**src/verilog/cpic_pkg.sv**
```systemverilog
/*
  Constants, register map and types for the cascadable priority
  interrupt controller.
  Assumes a 32-bit APB master and one 10 MHz system clock.
*/
package cpic_pkg;

  // ----------------------------------------------------------------
  // Register byte offsets
  // ----------------------------------------------------------------
  localparam logic [7:0] CPIC_OFS_CTRL = 8'h00;
  localparam logic [7:0] CPIC_OFS_VECTOR = 8'h04;
  localparam logic [7:0] CPIC_OFS_CASCADE = 8'h08;
  localparam logic [7:0] CPIC_OFS_MASK = 8'h0C;
  localparam logic [7:0] CPIC_OFS_COMMAND = 8'h10;
  localparam logic [7:0] CPIC_OFS_REQUEST = 8'h14;
  localparam logic [7:0] CPIC_OFS_INSERVICE = 8'h18;
  localparam logic [7:0] CPIC_OFS_STATUS = 8'h1C;

  // ----------------------------------------------------------------
  // Control register bit positions
  // ----------------------------------------------------------------
  localparam int CPIC_CTRL_CASCADE = 0;
  localparam int CPIC_CTRL_BUFFERED = 1;
  localparam int CPIC_CTRL_MASTER = 2;
  localparam int CPIC_CTRL_AUTOCLOSE = 3;
  localparam int CPIC_CTRL_SPECNEST = 4;
  localparam int CPIC_CTRL_SPECMASK = 5;
  localparam int CPIC_CTRL_AUTOROT = 6;
  localparam int CPIC_CTRL_LEVEL = 7;

  // ----------------------------------------------------------------
  // Command register fields and vector layout
  // ----------------------------------------------------------------
  localparam int CPIC_CMD_SPECIFIC = 5;
  localparam int CPIC_CMD_DONE = 6;
  localparam int CPIC_CMD_ROTATE = 7;
  localparam int CPIC_VEC_BASE_LSB = 3;

  // ----------------------------------------------------------------
  // Reset values
  // ----------------------------------------------------------------
  localparam logic [7:0] CPIC_RST_CTRL = 8'h00;
  localparam logic [2:0] CPIC_RST_LOWEST = 3'h7;
  localparam logic [7:0] CPIC_RST_FLAGS = 8'h00;

  typedef enum logic [2:0] {
    CPIC_IDLE = 3'b001,
    CPIC_FIRST = 3'b010,
    CPIC_SECOND = 3'b100
  } cpic_phase_t;

endpackage

```
**src/verilog/cpic_ctrl.sv**
```systemverilog
/*
  Eight-level priority interrupt controller with cascade support,
  register access over APB and a two-pulse acknowledge from the CPU.
  Assumes request, acknowledge, cascade and role pins are asynchronous
  and the APB master shares sys_clk.
*/
// Summary of operation
// One master, up to eight slaves, 64 levels
// Unbuffered cascade: role from role-select pin
// Buffered cascade: role from control bit two
// Master names serviced slave on cascade lines
// Acknowledge sets in-service; auto close clears it
// Non-specific done clears highest in-service level; under special mask the code clears none
// Specific done clears the named level
// After init: nested, input zero highest
// Latch requests; acknowledge serves highest pending
// Nested: only strictly higher levels interrupt
// Special mask: any unmasked level may interrupt
// Special nesting forwards same-slave higher requests
// Software sets special nesting on master only
// Software closes slave first, then master
// Software avoids auto close with special nesting
// Software uses specific done under special mask
// Priority command makes named level lowest
// Rotation with specific done or alone
// Slave request output feeds master request input
// Auto close at trailing edge of last pulse
// Vector: level in bits 0-2, base above
// Buffered: role pin enables external data buffers
// Auto rotation: finished level becomes lowest
// Only the named slave drives the data bus
`timescale 1ns/10ps

module cpic_ctrl
  import cpic_pkg::*;
#(
  parameter int LEVELS = 8
) (
  input wire logic sys_clk,
  input wire logic reset_n,
  input wire logic psel,
  input wire logic penable,
  input wire logic pwrite,
  input wire logic [7:0] paddr,
  input wire logic [31:0] pwdata,
  output logic [31:0] prdata,
  output logic pready,
  output logic pslverr,
  input wire logic [LEVELS-1:0] requestInputs,
  input wire logic acknowledgePulse,
  output logic intRequest,
  output logic [7:0] dataOut,
  output logic dataOe,
  input wire logic [2:0] cascadeIdIn,
  output logic [2:0] cascadeIdOut,
  output logic cascadeIdOe,
  input wire logic roleSelectIn,
  output logic roleSelectBufEnN,
  output logic roleSelectOe
);

  // ----------------------------------------------------------------
  // State
  // ----------------------------------------------------------------
  typedef struct packed {
    logic [7:0] ctrl;
    logic [7:0] vecBase;
    logic [7:0] cascadeMap;
    logic [7:0] mask;
    logic [7:0] requestFlags;
    logic [7:0] inServiceFlags;
    logic [2:0] lowest;
    logic [7:0] reqSync1;
    logic [7:0] reqSync2;
    logic [7:0] reqPrev;
    logic ackSync1;
    logic ackSync2;
    logic ackPrev;
    logic [2:0] casSync1;
    logic [2:0] casSync2;
    logic roleSync1;
    logic roleSync2;
    cpic_phase_t phase;
    logic [2:0] ackLevel;
    logic ackValid;
    logic intRequest;
    logic [7:0] dataOut;
    logic dataOe;
    logic [2:0] casOut;
    logic casOe;
    logic bufEnN;
    logic bufOe;
    logic [31:0] prdata;
    logic pready;
    logic pslverr;
  } cpic_state_t;

  cpic_state_t state_reg;
  cpic_state_t state_next;

  // Highest-priority set bit; 8 when none. Priority runs upward from lowest+1.
  function automatic logic [3:0] pickTop(input logic [7:0] vec, input logic [2:0] lowest);
    logic [2:0] idx;
    pickTop = 4'h8;
    for (int k = 7; k >= 0; k--) begin
      idx = lowest + 3'(k) + 3'h1;
      if (vec[idx]) begin
        pickTop = {1'b0, idx};
      end
    end
  endfunction

  // 0 is the highest rank, 8 means no level
  function automatic logic [3:0] rankOf(input logic [3:0] level, input logic [2:0] lowest);
    rankOf = level[3] ? 4'h8 : {1'b0, 3'(level[2:0] - lowest - 3'h1)};
  endfunction

  // ----------------------------------------------------------------
  // Decoded modes
  // ----------------------------------------------------------------
  logic cascadeMode;
  logic isMaster;
  logic isSlave;
  logic [3:0] topPending;
  logic [3:0] topService;
  logic [3:0] pendRank;
  logic [3:0] servRank;
  logic wantInt;
  logic apbAccess;
  logic apbWrite;
  logic [7:0] wdata;
  logic addrOk;

  always_comb begin
    cascadeMode = state_reg.ctrl[CPIC_CTRL_CASCADE];
    // Buffered mode frees the pin for the buffer enable, so role comes from software
    isMaster = !cascadeMode || (state_reg.ctrl[CPIC_CTRL_BUFFERED] ? state_reg.ctrl[CPIC_CTRL_MASTER]
                                                                   : state_reg.roleSync2);
    isSlave = !isMaster;
    topPending = pickTop(state_reg.requestFlags & ~state_reg.mask, state_reg.lowest);
    // Special mask lets in-service levels stop blocking anyone
    topService = pickTop(state_reg.inServiceFlags & ~(state_reg.ctrl[CPIC_CTRL_SPECMASK] ? 8'hFF : 8'h00),
                         state_reg.lowest);
    pendRank = rankOf(topPending, state_reg.lowest);
    servRank = rankOf(topService, state_reg.lowest);
    wantInt = !topPending[3] && ((pendRank < servRank)
              || (pendRank == servRank && isMaster && cascadeMode
                  && state_reg.ctrl[CPIC_CTRL_SPECNEST] && state_reg.cascadeMap[topPending[2:0]]));
    apbAccess = psel && penable && state_reg.pready;
    apbWrite = apbAccess && pwrite;
    wdata = pwdata[7:0];
    addrOk = (paddr[1:0] == 2'h0) && (paddr <= CPIC_OFS_STATUS);
  end

  // ----------------------------------------------------------------
  // Next state
  // ----------------------------------------------------------------
  logic [7:0] reqRise;
  logic [7:0] irrClr;
  logic [7:0] isrSet;
  logic [7:0] isrClr;
  logic ackRise;
  logic ackFall;
  logic cascadedLevel;

  always_comb begin
    state_next = state_reg;
    reqRise = 8'h00;
    irrClr = 8'h00;
    isrSet = 8'h00;
    isrClr = 8'h00;
    cascadedLevel = 1'b0;

    state_next.reqSync1 = requestInputs;
    state_next.reqSync2 = state_reg.reqSync1;
    state_next.reqPrev = state_reg.reqSync2;
    state_next.ackSync1 = acknowledgePulse;
    state_next.ackSync2 = state_reg.ackSync1;
    state_next.ackPrev = state_reg.ackSync2;
    state_next.casSync1 = cascadeIdIn;
    state_next.casSync2 = state_reg.casSync1;
    state_next.roleSync1 = roleSelectIn;
    state_next.roleSync2 = state_reg.roleSync1;
    reqRise = state_reg.reqSync2 & ~state_reg.reqPrev;
    ackRise = state_reg.ackSync2 && !state_reg.ackPrev;
    ackFall = !state_reg.ackSync2 && state_reg.ackPrev;

    // Software commands
    if (apbWrite && addrOk) begin
      unique case (paddr)
        CPIC_OFS_CTRL: begin
          state_next.ctrl = wdata;
          // Writing control restarts the controller in fully nested order
          state_next.requestFlags = CPIC_RST_FLAGS;
          state_next.inServiceFlags = CPIC_RST_FLAGS;
          state_next.mask = CPIC_RST_FLAGS;
          state_next.lowest = CPIC_RST_LOWEST;
          state_next.phase = CPIC_IDLE;
        end
        CPIC_OFS_VECTOR: state_next.vecBase = wdata;
        CPIC_OFS_CASCADE: state_next.cascadeMap = wdata;
        CPIC_OFS_MASK: state_next.mask = wdata;
        CPIC_OFS_COMMAND: begin
          if (wdata[CPIC_CMD_DONE] && wdata[CPIC_CMD_SPECIFIC]) begin
            isrClr[wdata[2:0]] = 1'b1;
          end else if (wdata[CPIC_CMD_DONE] && !topService[3]) begin
            isrClr[topService[2:0]] = 1'b1;
          end
          if (wdata[CPIC_CMD_ROTATE] && wdata[CPIC_CMD_SPECIFIC]) begin
            state_next.lowest = wdata[2:0];
          end else if (wdata[CPIC_CMD_ROTATE] && wdata[CPIC_CMD_DONE] && !topService[3]) begin
            state_next.lowest = topService[2:0];
          end
        end
        default: begin
        end
      endcase
    end

    // Acknowledge sequence
    unique case (state_reg.phase)
      CPIC_IDLE: begin
        if (ackRise) begin
          state_next.phase = CPIC_FIRST;
          state_next.ackValid = 1'b0;
          if (isMaster && !topPending[3]) begin
            state_next.ackLevel = topPending[2:0];
            state_next.ackValid = 1'b1;
            isrSet[topPending[2:0]] = 1'b1;
            irrClr[topPending[2:0]] = 1'b1;
            if (cascadeMode && state_reg.cascadeMap[topPending[2:0]]) begin
              state_next.casOut = topPending[2:0];
              state_next.casOe = 1'b1;
            end
          end else if (isMaster) begin
            // Spurious acknowledge answers with the lowest level, nothing set
            state_next.ackLevel = state_reg.lowest;
          end
        end
      end
      CPIC_FIRST: begin
        if (ackRise) begin
          state_next.phase = CPIC_SECOND;
          cascadedLevel = cascadeMode && state_reg.ackValid && state_reg.cascadeMap[state_reg.ackLevel];
          if (isSlave) begin
            // A slave joins only when the master names it on the cascade lines
            if (state_reg.casSync2 == state_reg.cascadeMap[2:0]) begin
              state_next.ackLevel = topPending[3] ? state_reg.lowest : topPending[2:0];
              state_next.ackValid = !topPending[3];
              if (!topPending[3]) begin
                isrSet[topPending[2:0]] = 1'b1;
                irrClr[topPending[2:0]] = 1'b1;
              end
              state_next.dataOut = {state_reg.vecBase[7:CPIC_VEC_BASE_LSB],
                                    topPending[3] ? state_reg.lowest : topPending[2:0]};
              state_next.dataOe = 1'b1;
            end
          end else if (!cascadedLevel) begin
            state_next.dataOut = {state_reg.vecBase[7:CPIC_VEC_BASE_LSB], state_reg.ackLevel};
            state_next.dataOe = 1'b1;
          end
        end
      end
      CPIC_SECOND: begin
        if (ackFall) begin
          state_next.phase = CPIC_IDLE;
          state_next.dataOe = 1'b0;
          state_next.casOe = 1'b0;
          if (state_reg.ctrl[CPIC_CTRL_AUTOCLOSE] && state_reg.ackValid) begin
            isrClr[state_reg.ackLevel] = 1'b1;
            if (state_reg.ctrl[CPIC_CTRL_AUTOROT]) begin
              state_next.lowest = state_reg.ackLevel;
            end
          end
        end
      end
      default: state_next.phase = CPIC_IDLE;
    endcase

    // Flags: a new event wins over a clear in the same cycle, except level-mode requests, where the acknowledge clear wins
    if (!(apbWrite && addrOk && paddr == CPIC_OFS_CTRL)) begin
      if (state_reg.ctrl[CPIC_CTRL_LEVEL]) begin
        state_next.requestFlags = state_reg.reqSync2 & ~irrClr;
      end else begin
        state_next.requestFlags = (state_reg.requestFlags & ~irrClr) | reqRise;
      end
      state_next.inServiceFlags = (state_reg.inServiceFlags & ~isrClr) | isrSet;
    end

    // Slave request reaches master as an ordinary input
    state_next.intRequest = wantInt;
    // Active-low buffer enable follows the data drivers
    state_next.bufOe = state_reg.ctrl[CPIC_CTRL_BUFFERED];
    state_next.bufEnN = !state_next.dataOe;

    // APB: one wait state, read data captured before the completing edge
    state_next.pready = psel && penable && !state_reg.pready;
    state_next.pslverr = psel && penable && !state_reg.pready && !addrOk;
    state_next.prdata = 32'h0000_0000;
    if (psel && penable && !state_reg.pready && !pwrite) begin
      unique case (paddr)
        CPIC_OFS_CTRL: state_next.prdata = {24'h00_0000, state_reg.ctrl};
        CPIC_OFS_VECTOR: state_next.prdata = {24'h00_0000, state_reg.vecBase};
        CPIC_OFS_CASCADE: state_next.prdata = {24'h00_0000, state_reg.cascadeMap};
        CPIC_OFS_MASK: state_next.prdata = {24'h00_0000, state_reg.mask};
        CPIC_OFS_REQUEST: state_next.prdata = {24'h00_0000, state_reg.requestFlags};
        CPIC_OFS_INSERVICE: state_next.prdata = {24'h00_0000, state_reg.inServiceFlags};
        CPIC_OFS_STATUS: state_next.prdata = {24'h00_0000, state_reg.phase, state_reg.intRequest,
                                              isMaster, state_reg.lowest};
        default: state_next.prdata = 32'h0000_0000;
      endcase
    end
  end

  // ----------------------------------------------------------------
  // Registers
  // ----------------------------------------------------------------
  always_ff @(posedge sys_clk) begin
    if (!reset_n) begin
      state_reg <= '0;
      state_reg.ctrl <= CPIC_RST_CTRL;
      state_reg.lowest <= CPIC_RST_LOWEST;
      state_reg.phase <= CPIC_IDLE;
      state_reg.bufEnN <= 1'b1;
    end else begin
      state_reg <= state_next;
    end
  end

  // ----------------------------------------------------------------
  // Outputs
  // ----------------------------------------------------------------
  assign prdata = state_reg.prdata;
  assign pready = state_reg.pready;
  assign pslverr = state_reg.pslverr;
  assign intRequest = state_reg.intRequest;
  assign dataOut = state_reg.dataOut;
  assign dataOe = state_reg.dataOe;
  assign cascadeIdOut = state_reg.casOut;
  assign cascadeIdOe = state_reg.casOe;
  assign roleSelectBufEnN = state_reg.bufEnN;
  assign roleSelectOe = state_reg.bufOe;

endmodule

```
**config.mk**
```make
export PLATFORM = sky130hd
export DESIGN_NAME = cpic_ctrl
export DESIGN_NICKNAME = d
export VERILOG_FILES = /design/src/verilog/cpic_pkg.sv /design/src/verilog/cpic_ctrl.sv
export SDC_FILE = /design/constraint.sdc
export NUM_CORES = 1
export LEC_CHECK = 0
export ABC_CLOCK_PERIOD_IN_PS = 5560
export BUFFER_PORTS_ARGS = -buffer_cell sky130_fd_sc_hd__buf_2
export CORE_MARGIN = 5
export CORE_UTILIZATION = 28
export DETAILED_ROUTE_END_ITERATION = 8
export HOLD_SLACK_MARGIN = 0.15
export SYNTH_ARGS = -nofsm -noshare
export SYNTH_HDL_FRONTEND = slang
export SYNTH_SLANG_ARGS = --single-unit
```
**constraint.sdc**
```tcl
create_clock -name sys_clk -period 5.56 [get_ports sys_clk]
set_clock_uncertainty 0.1 [all_clocks]
set_input_delay 0.278 -clock sys_clk [delete_from_list [all_inputs] [get_ports sys_clk]]
set_output_delay 0.278 -clock sys_clk [all_outputs]
set_load 0.01 [all_outputs]
```
==> impl_metrics.py <==
metrics = {
    "critical_path": {
        "reg2reg_to": "intRequest",
        "cp_data_arrival_time_ps": 5250,
        "crit_fanout": 18,
        "crit_required_ps": 5790,
        "ff2ff_setup_slack_ps": 540,
        "cp-end-kind": "flop",
        "worstSetupStartpointType": "flop",
        "crit_type": "reg -> reg",
        "rr_worst_depth": 17,
        "timing.rr.start": "state_reg[92]",
    },
    "grt": {
        "grt_pass1_wl_um": 37930,
        "grt_pass1_vias": 6573,
        "overflow": 0,
        "grt_max_degree": 51,
        "grt_usage_pct": 15.73,
        "antenna_found_initial": 0,
    },
    "cts": {
        "cts.sinks": 119,
        "clkTransAtPathRegs_ps": 60,
        "clock_path_buffers": 2,
        "clk-insertion-delay-late_ps": 410,
        "postCtsSetupBuffers": 0,
        "cts_buffers": 17,
        "cts-root-buf": "clkbuf_16",
        "htree_levels": 4,
        "cts_tree": "built",
        "cts_resized": 0,
    },
    "drt": {
        "totalWireLength_um": 24390,
        "ant_nets": 0,
        "drt_iter0_drc": 809,
        "drc": 0,
        "vias": 6999,
        "viasPerCell": 5.371,
        "dr.pass1.iters": 6,
        "wire_per_inst_um": 18.72,
    },
    "cells_and_area": {
        "final_cells": 1303,
        "syn_to_final_growth_pct": 16.84,
        "diodes": 0,
        "n_fill_cell": 2762,
        "layout-drive-gt1-share_pct": 16.53,
        "largest_register_ffs": 69,
        "fin_nets": 1017,
    },
    "placed_design": {
        "dpl.cell_count": 1245,
        "detailed_place_hpwl_um": 17840,
        "gp_congestion": 0.9254,
        "port-buffer-count": 59,
    },
    "hold_path": {
        "hold_path_depth": 3,
        "whs_endpoint": "prdata[6]",
        "worstHoldStart": "pwrite",
        "worstHoldPathType": "in -> reg",
    },
    "synth": {
        "synth_seq_area_share_pct": 31.72,
        "synth_most_common_cell": "dfxtp_1",
        "syn-instance-count": 889,
        "netlist_area_mm2": 0.007510,
        "synth_cell_types": 81,
        "synth.top_cells.by_area": "dfxtp_1 32%, mux4_2 6.0%, mux2i_1 5.9%",
        "synth_edf_count": 0,
        "syn-mean-instance-area_um2": 8.447,
        "yosysTopAreaCellShare_pct": 31.72,
        "synthArstFlopShare_pct": 0,
        "yosys_warnings": 0,
        "synth_ff_type": "dfxtp_1",
        "synthTopCellsByCount": "119 x dfxtp_1, 91 x nand2_1, 79 x a21oi_1",
        "ys_ff_latch": 119,
        "yosysTopAreaCell": "dfxtp_1",
    },
    "timing": {
        "slew_violations": 0,
        "final.min_clock_period_ps": 5021,
        "setup_viol": 0,
        "max_freq_mhz": 199.2,
        "final_hold_viol_count": 0,
        "tns_ps": 0,
        "period_share_pct": 90.30,
        "worstMarginPinSlew_ps": 1284,
        "rsz0062_at_grt": "false",
        "max_slew_margin_pct": 13.58,
    },
    "power_and_ir_drop": {
        "p_per_area_mw_per_mm2": 255.6,
        "peakVddDrop_mv": 0.2040,
        "leakagePower_uw": 0.003249,
    },
    "floorplan": {
        "start_util_pct": 28.18,
        "fp.coreArea_mm2": 0.02665,
        "die_h_um": 173.8,
        "die_w_um": 173.8,
        "dieArea_mm2": 0.03020,
        "pin_count": 108,
        "rows": 60,
    },
    "outcome": {
        "status": "completed",
    },
    "job": {
        "max-cap-violations": 0,
    },
}
## stage by stage
step	hold WS, ps	power, µW	area [µm²]	utilization (%)	setup WS (ps)
after detailed placement	318.4	1153	7931	29.76	639.0
after global routing	305.3	2324	8775	32.92	239.9
final	300.8	2243	8775	32.92	539.1
after global placement	321.2	1152	7931	29.76	664.0
after floorplan	305.3	1089	7596	-	794.5
after CTS	273.5	2252	8775	32.92	612.3
## how the worst max path moves through the flow
stage / startpoint / depth (start not counted) / to
after floorplan: state_reg[92] / 20 / intRequest
after global placement: state_reg[92] / 17 / intRequest
after detailed placement: state_reg[92] / 16 / intRequest
after CTS: state_reg[92] / 17 / intRequest
after global routing: state_reg[92] / 17 / intRequest
final: state_reg[92] / 17 / intRequest
## worst max-delay path, cell delays in order, from the launching register on
cell and delay, ps:
dfxtp_1 610, buf_4 360, buf_4 240, mux2i_1 160, mux4_2 580, or3_1 380, o2bb2ai_1 420, nor2_2 170
inv_1 180, ha_1 190, fa_1 400, and2_1 150, ha_1 300, nor2b_1 130, o21a_1 160, o21ai_0 150
nand2b_1 80, a211oi_1 180
## metal layers
layer | wire length [µm] | share of wire (%) | GRT usage (%) | vias up
met2 | 10830 | 44 | 23.80 | 345
met3 | 2009 | 8.2 | 3.424 | 54
met1 | 10840 | 44 | 22.22 | 3311
li1 | - | - | - | 3289
met5 | 0 | 0 | 0 | -
met4 | 713 | 2.9 | 5.279 | 0
## cells in the final DEF (no fill, tap or decap), types with 4 or more instances in the layout
cell type	instances
a211oi_1	11
dfxtp_1	119
buf_4	21
o21ai_0	28
dlygate4sd3_1	26
clkinvlp_4	5
xor2_1	4
and2_1	42
nand3_1	46
or3_1	5
clkinv_2	4
nor2_1	72
o221ai_1	4
nor4_1	4
mux4_2	20
a222oi_1	8
ha_1	8
buf_2	59
a22oi_1	19
nor2b_1	21
o22ai_1	4
a21boi_0	7
clkbuf_16	17
nand4_1	5
o21bai_1	11
o21a_1	5
mux2i_1	44
nand2b_1	16
nand2_1	91
conb_1	24
nor3_1	17
a31oi_1	17
inv_1	12
mux2_2	7
a21oi_1	79
xnor2_1	10
## kinds of logic (layout without fill, tap and decap cells)
group	after synthesis	after routing	synth area share (%)
simple gates	339	339	22.31
compound gates	226	226	19.86
flops	119	119	31.72
buf+inv	105	155	8.397
mux	75	75	14.16
xor+xnor	14	14	1.633
fa+ha+maj	10	10	1.866
other cells	1	24	0.04994
## repair_timing
| action | 4_1_cts | 5_1_grt |
|---|---|---|
| hold buffers | 26 | 0 |
| hold endpoints to repair | 46 | 0 |
| setup endpoints to repair | 0 | 0 |
## report_power, final
group          switching (µW)  leakage (µW)  total (µW)  internal, µW
clock                     408      0.000274        1090           681
sequential               21.6      0.000967         895           873
combinational             153       0.00201         260           107
## cell type report
cell class / count / area (µm²) / area share, %
Sequential cell: 119 / 2382 / 27.15
Tap cell: 341 / 426.7 / 4.862
Inverter: 16 / 60.06 / 0.6844
Multi-Input combinational cell: 688 / 4589 / 52.30
Timing Repair Buffer: 107 / 733.2 / 8.356
Clock inverter: 12 / 126.4 / 1.440
Clock buffer: 20 / 456.7 / 5.205
Note: power is estimated with default switching activity, not from simulation.
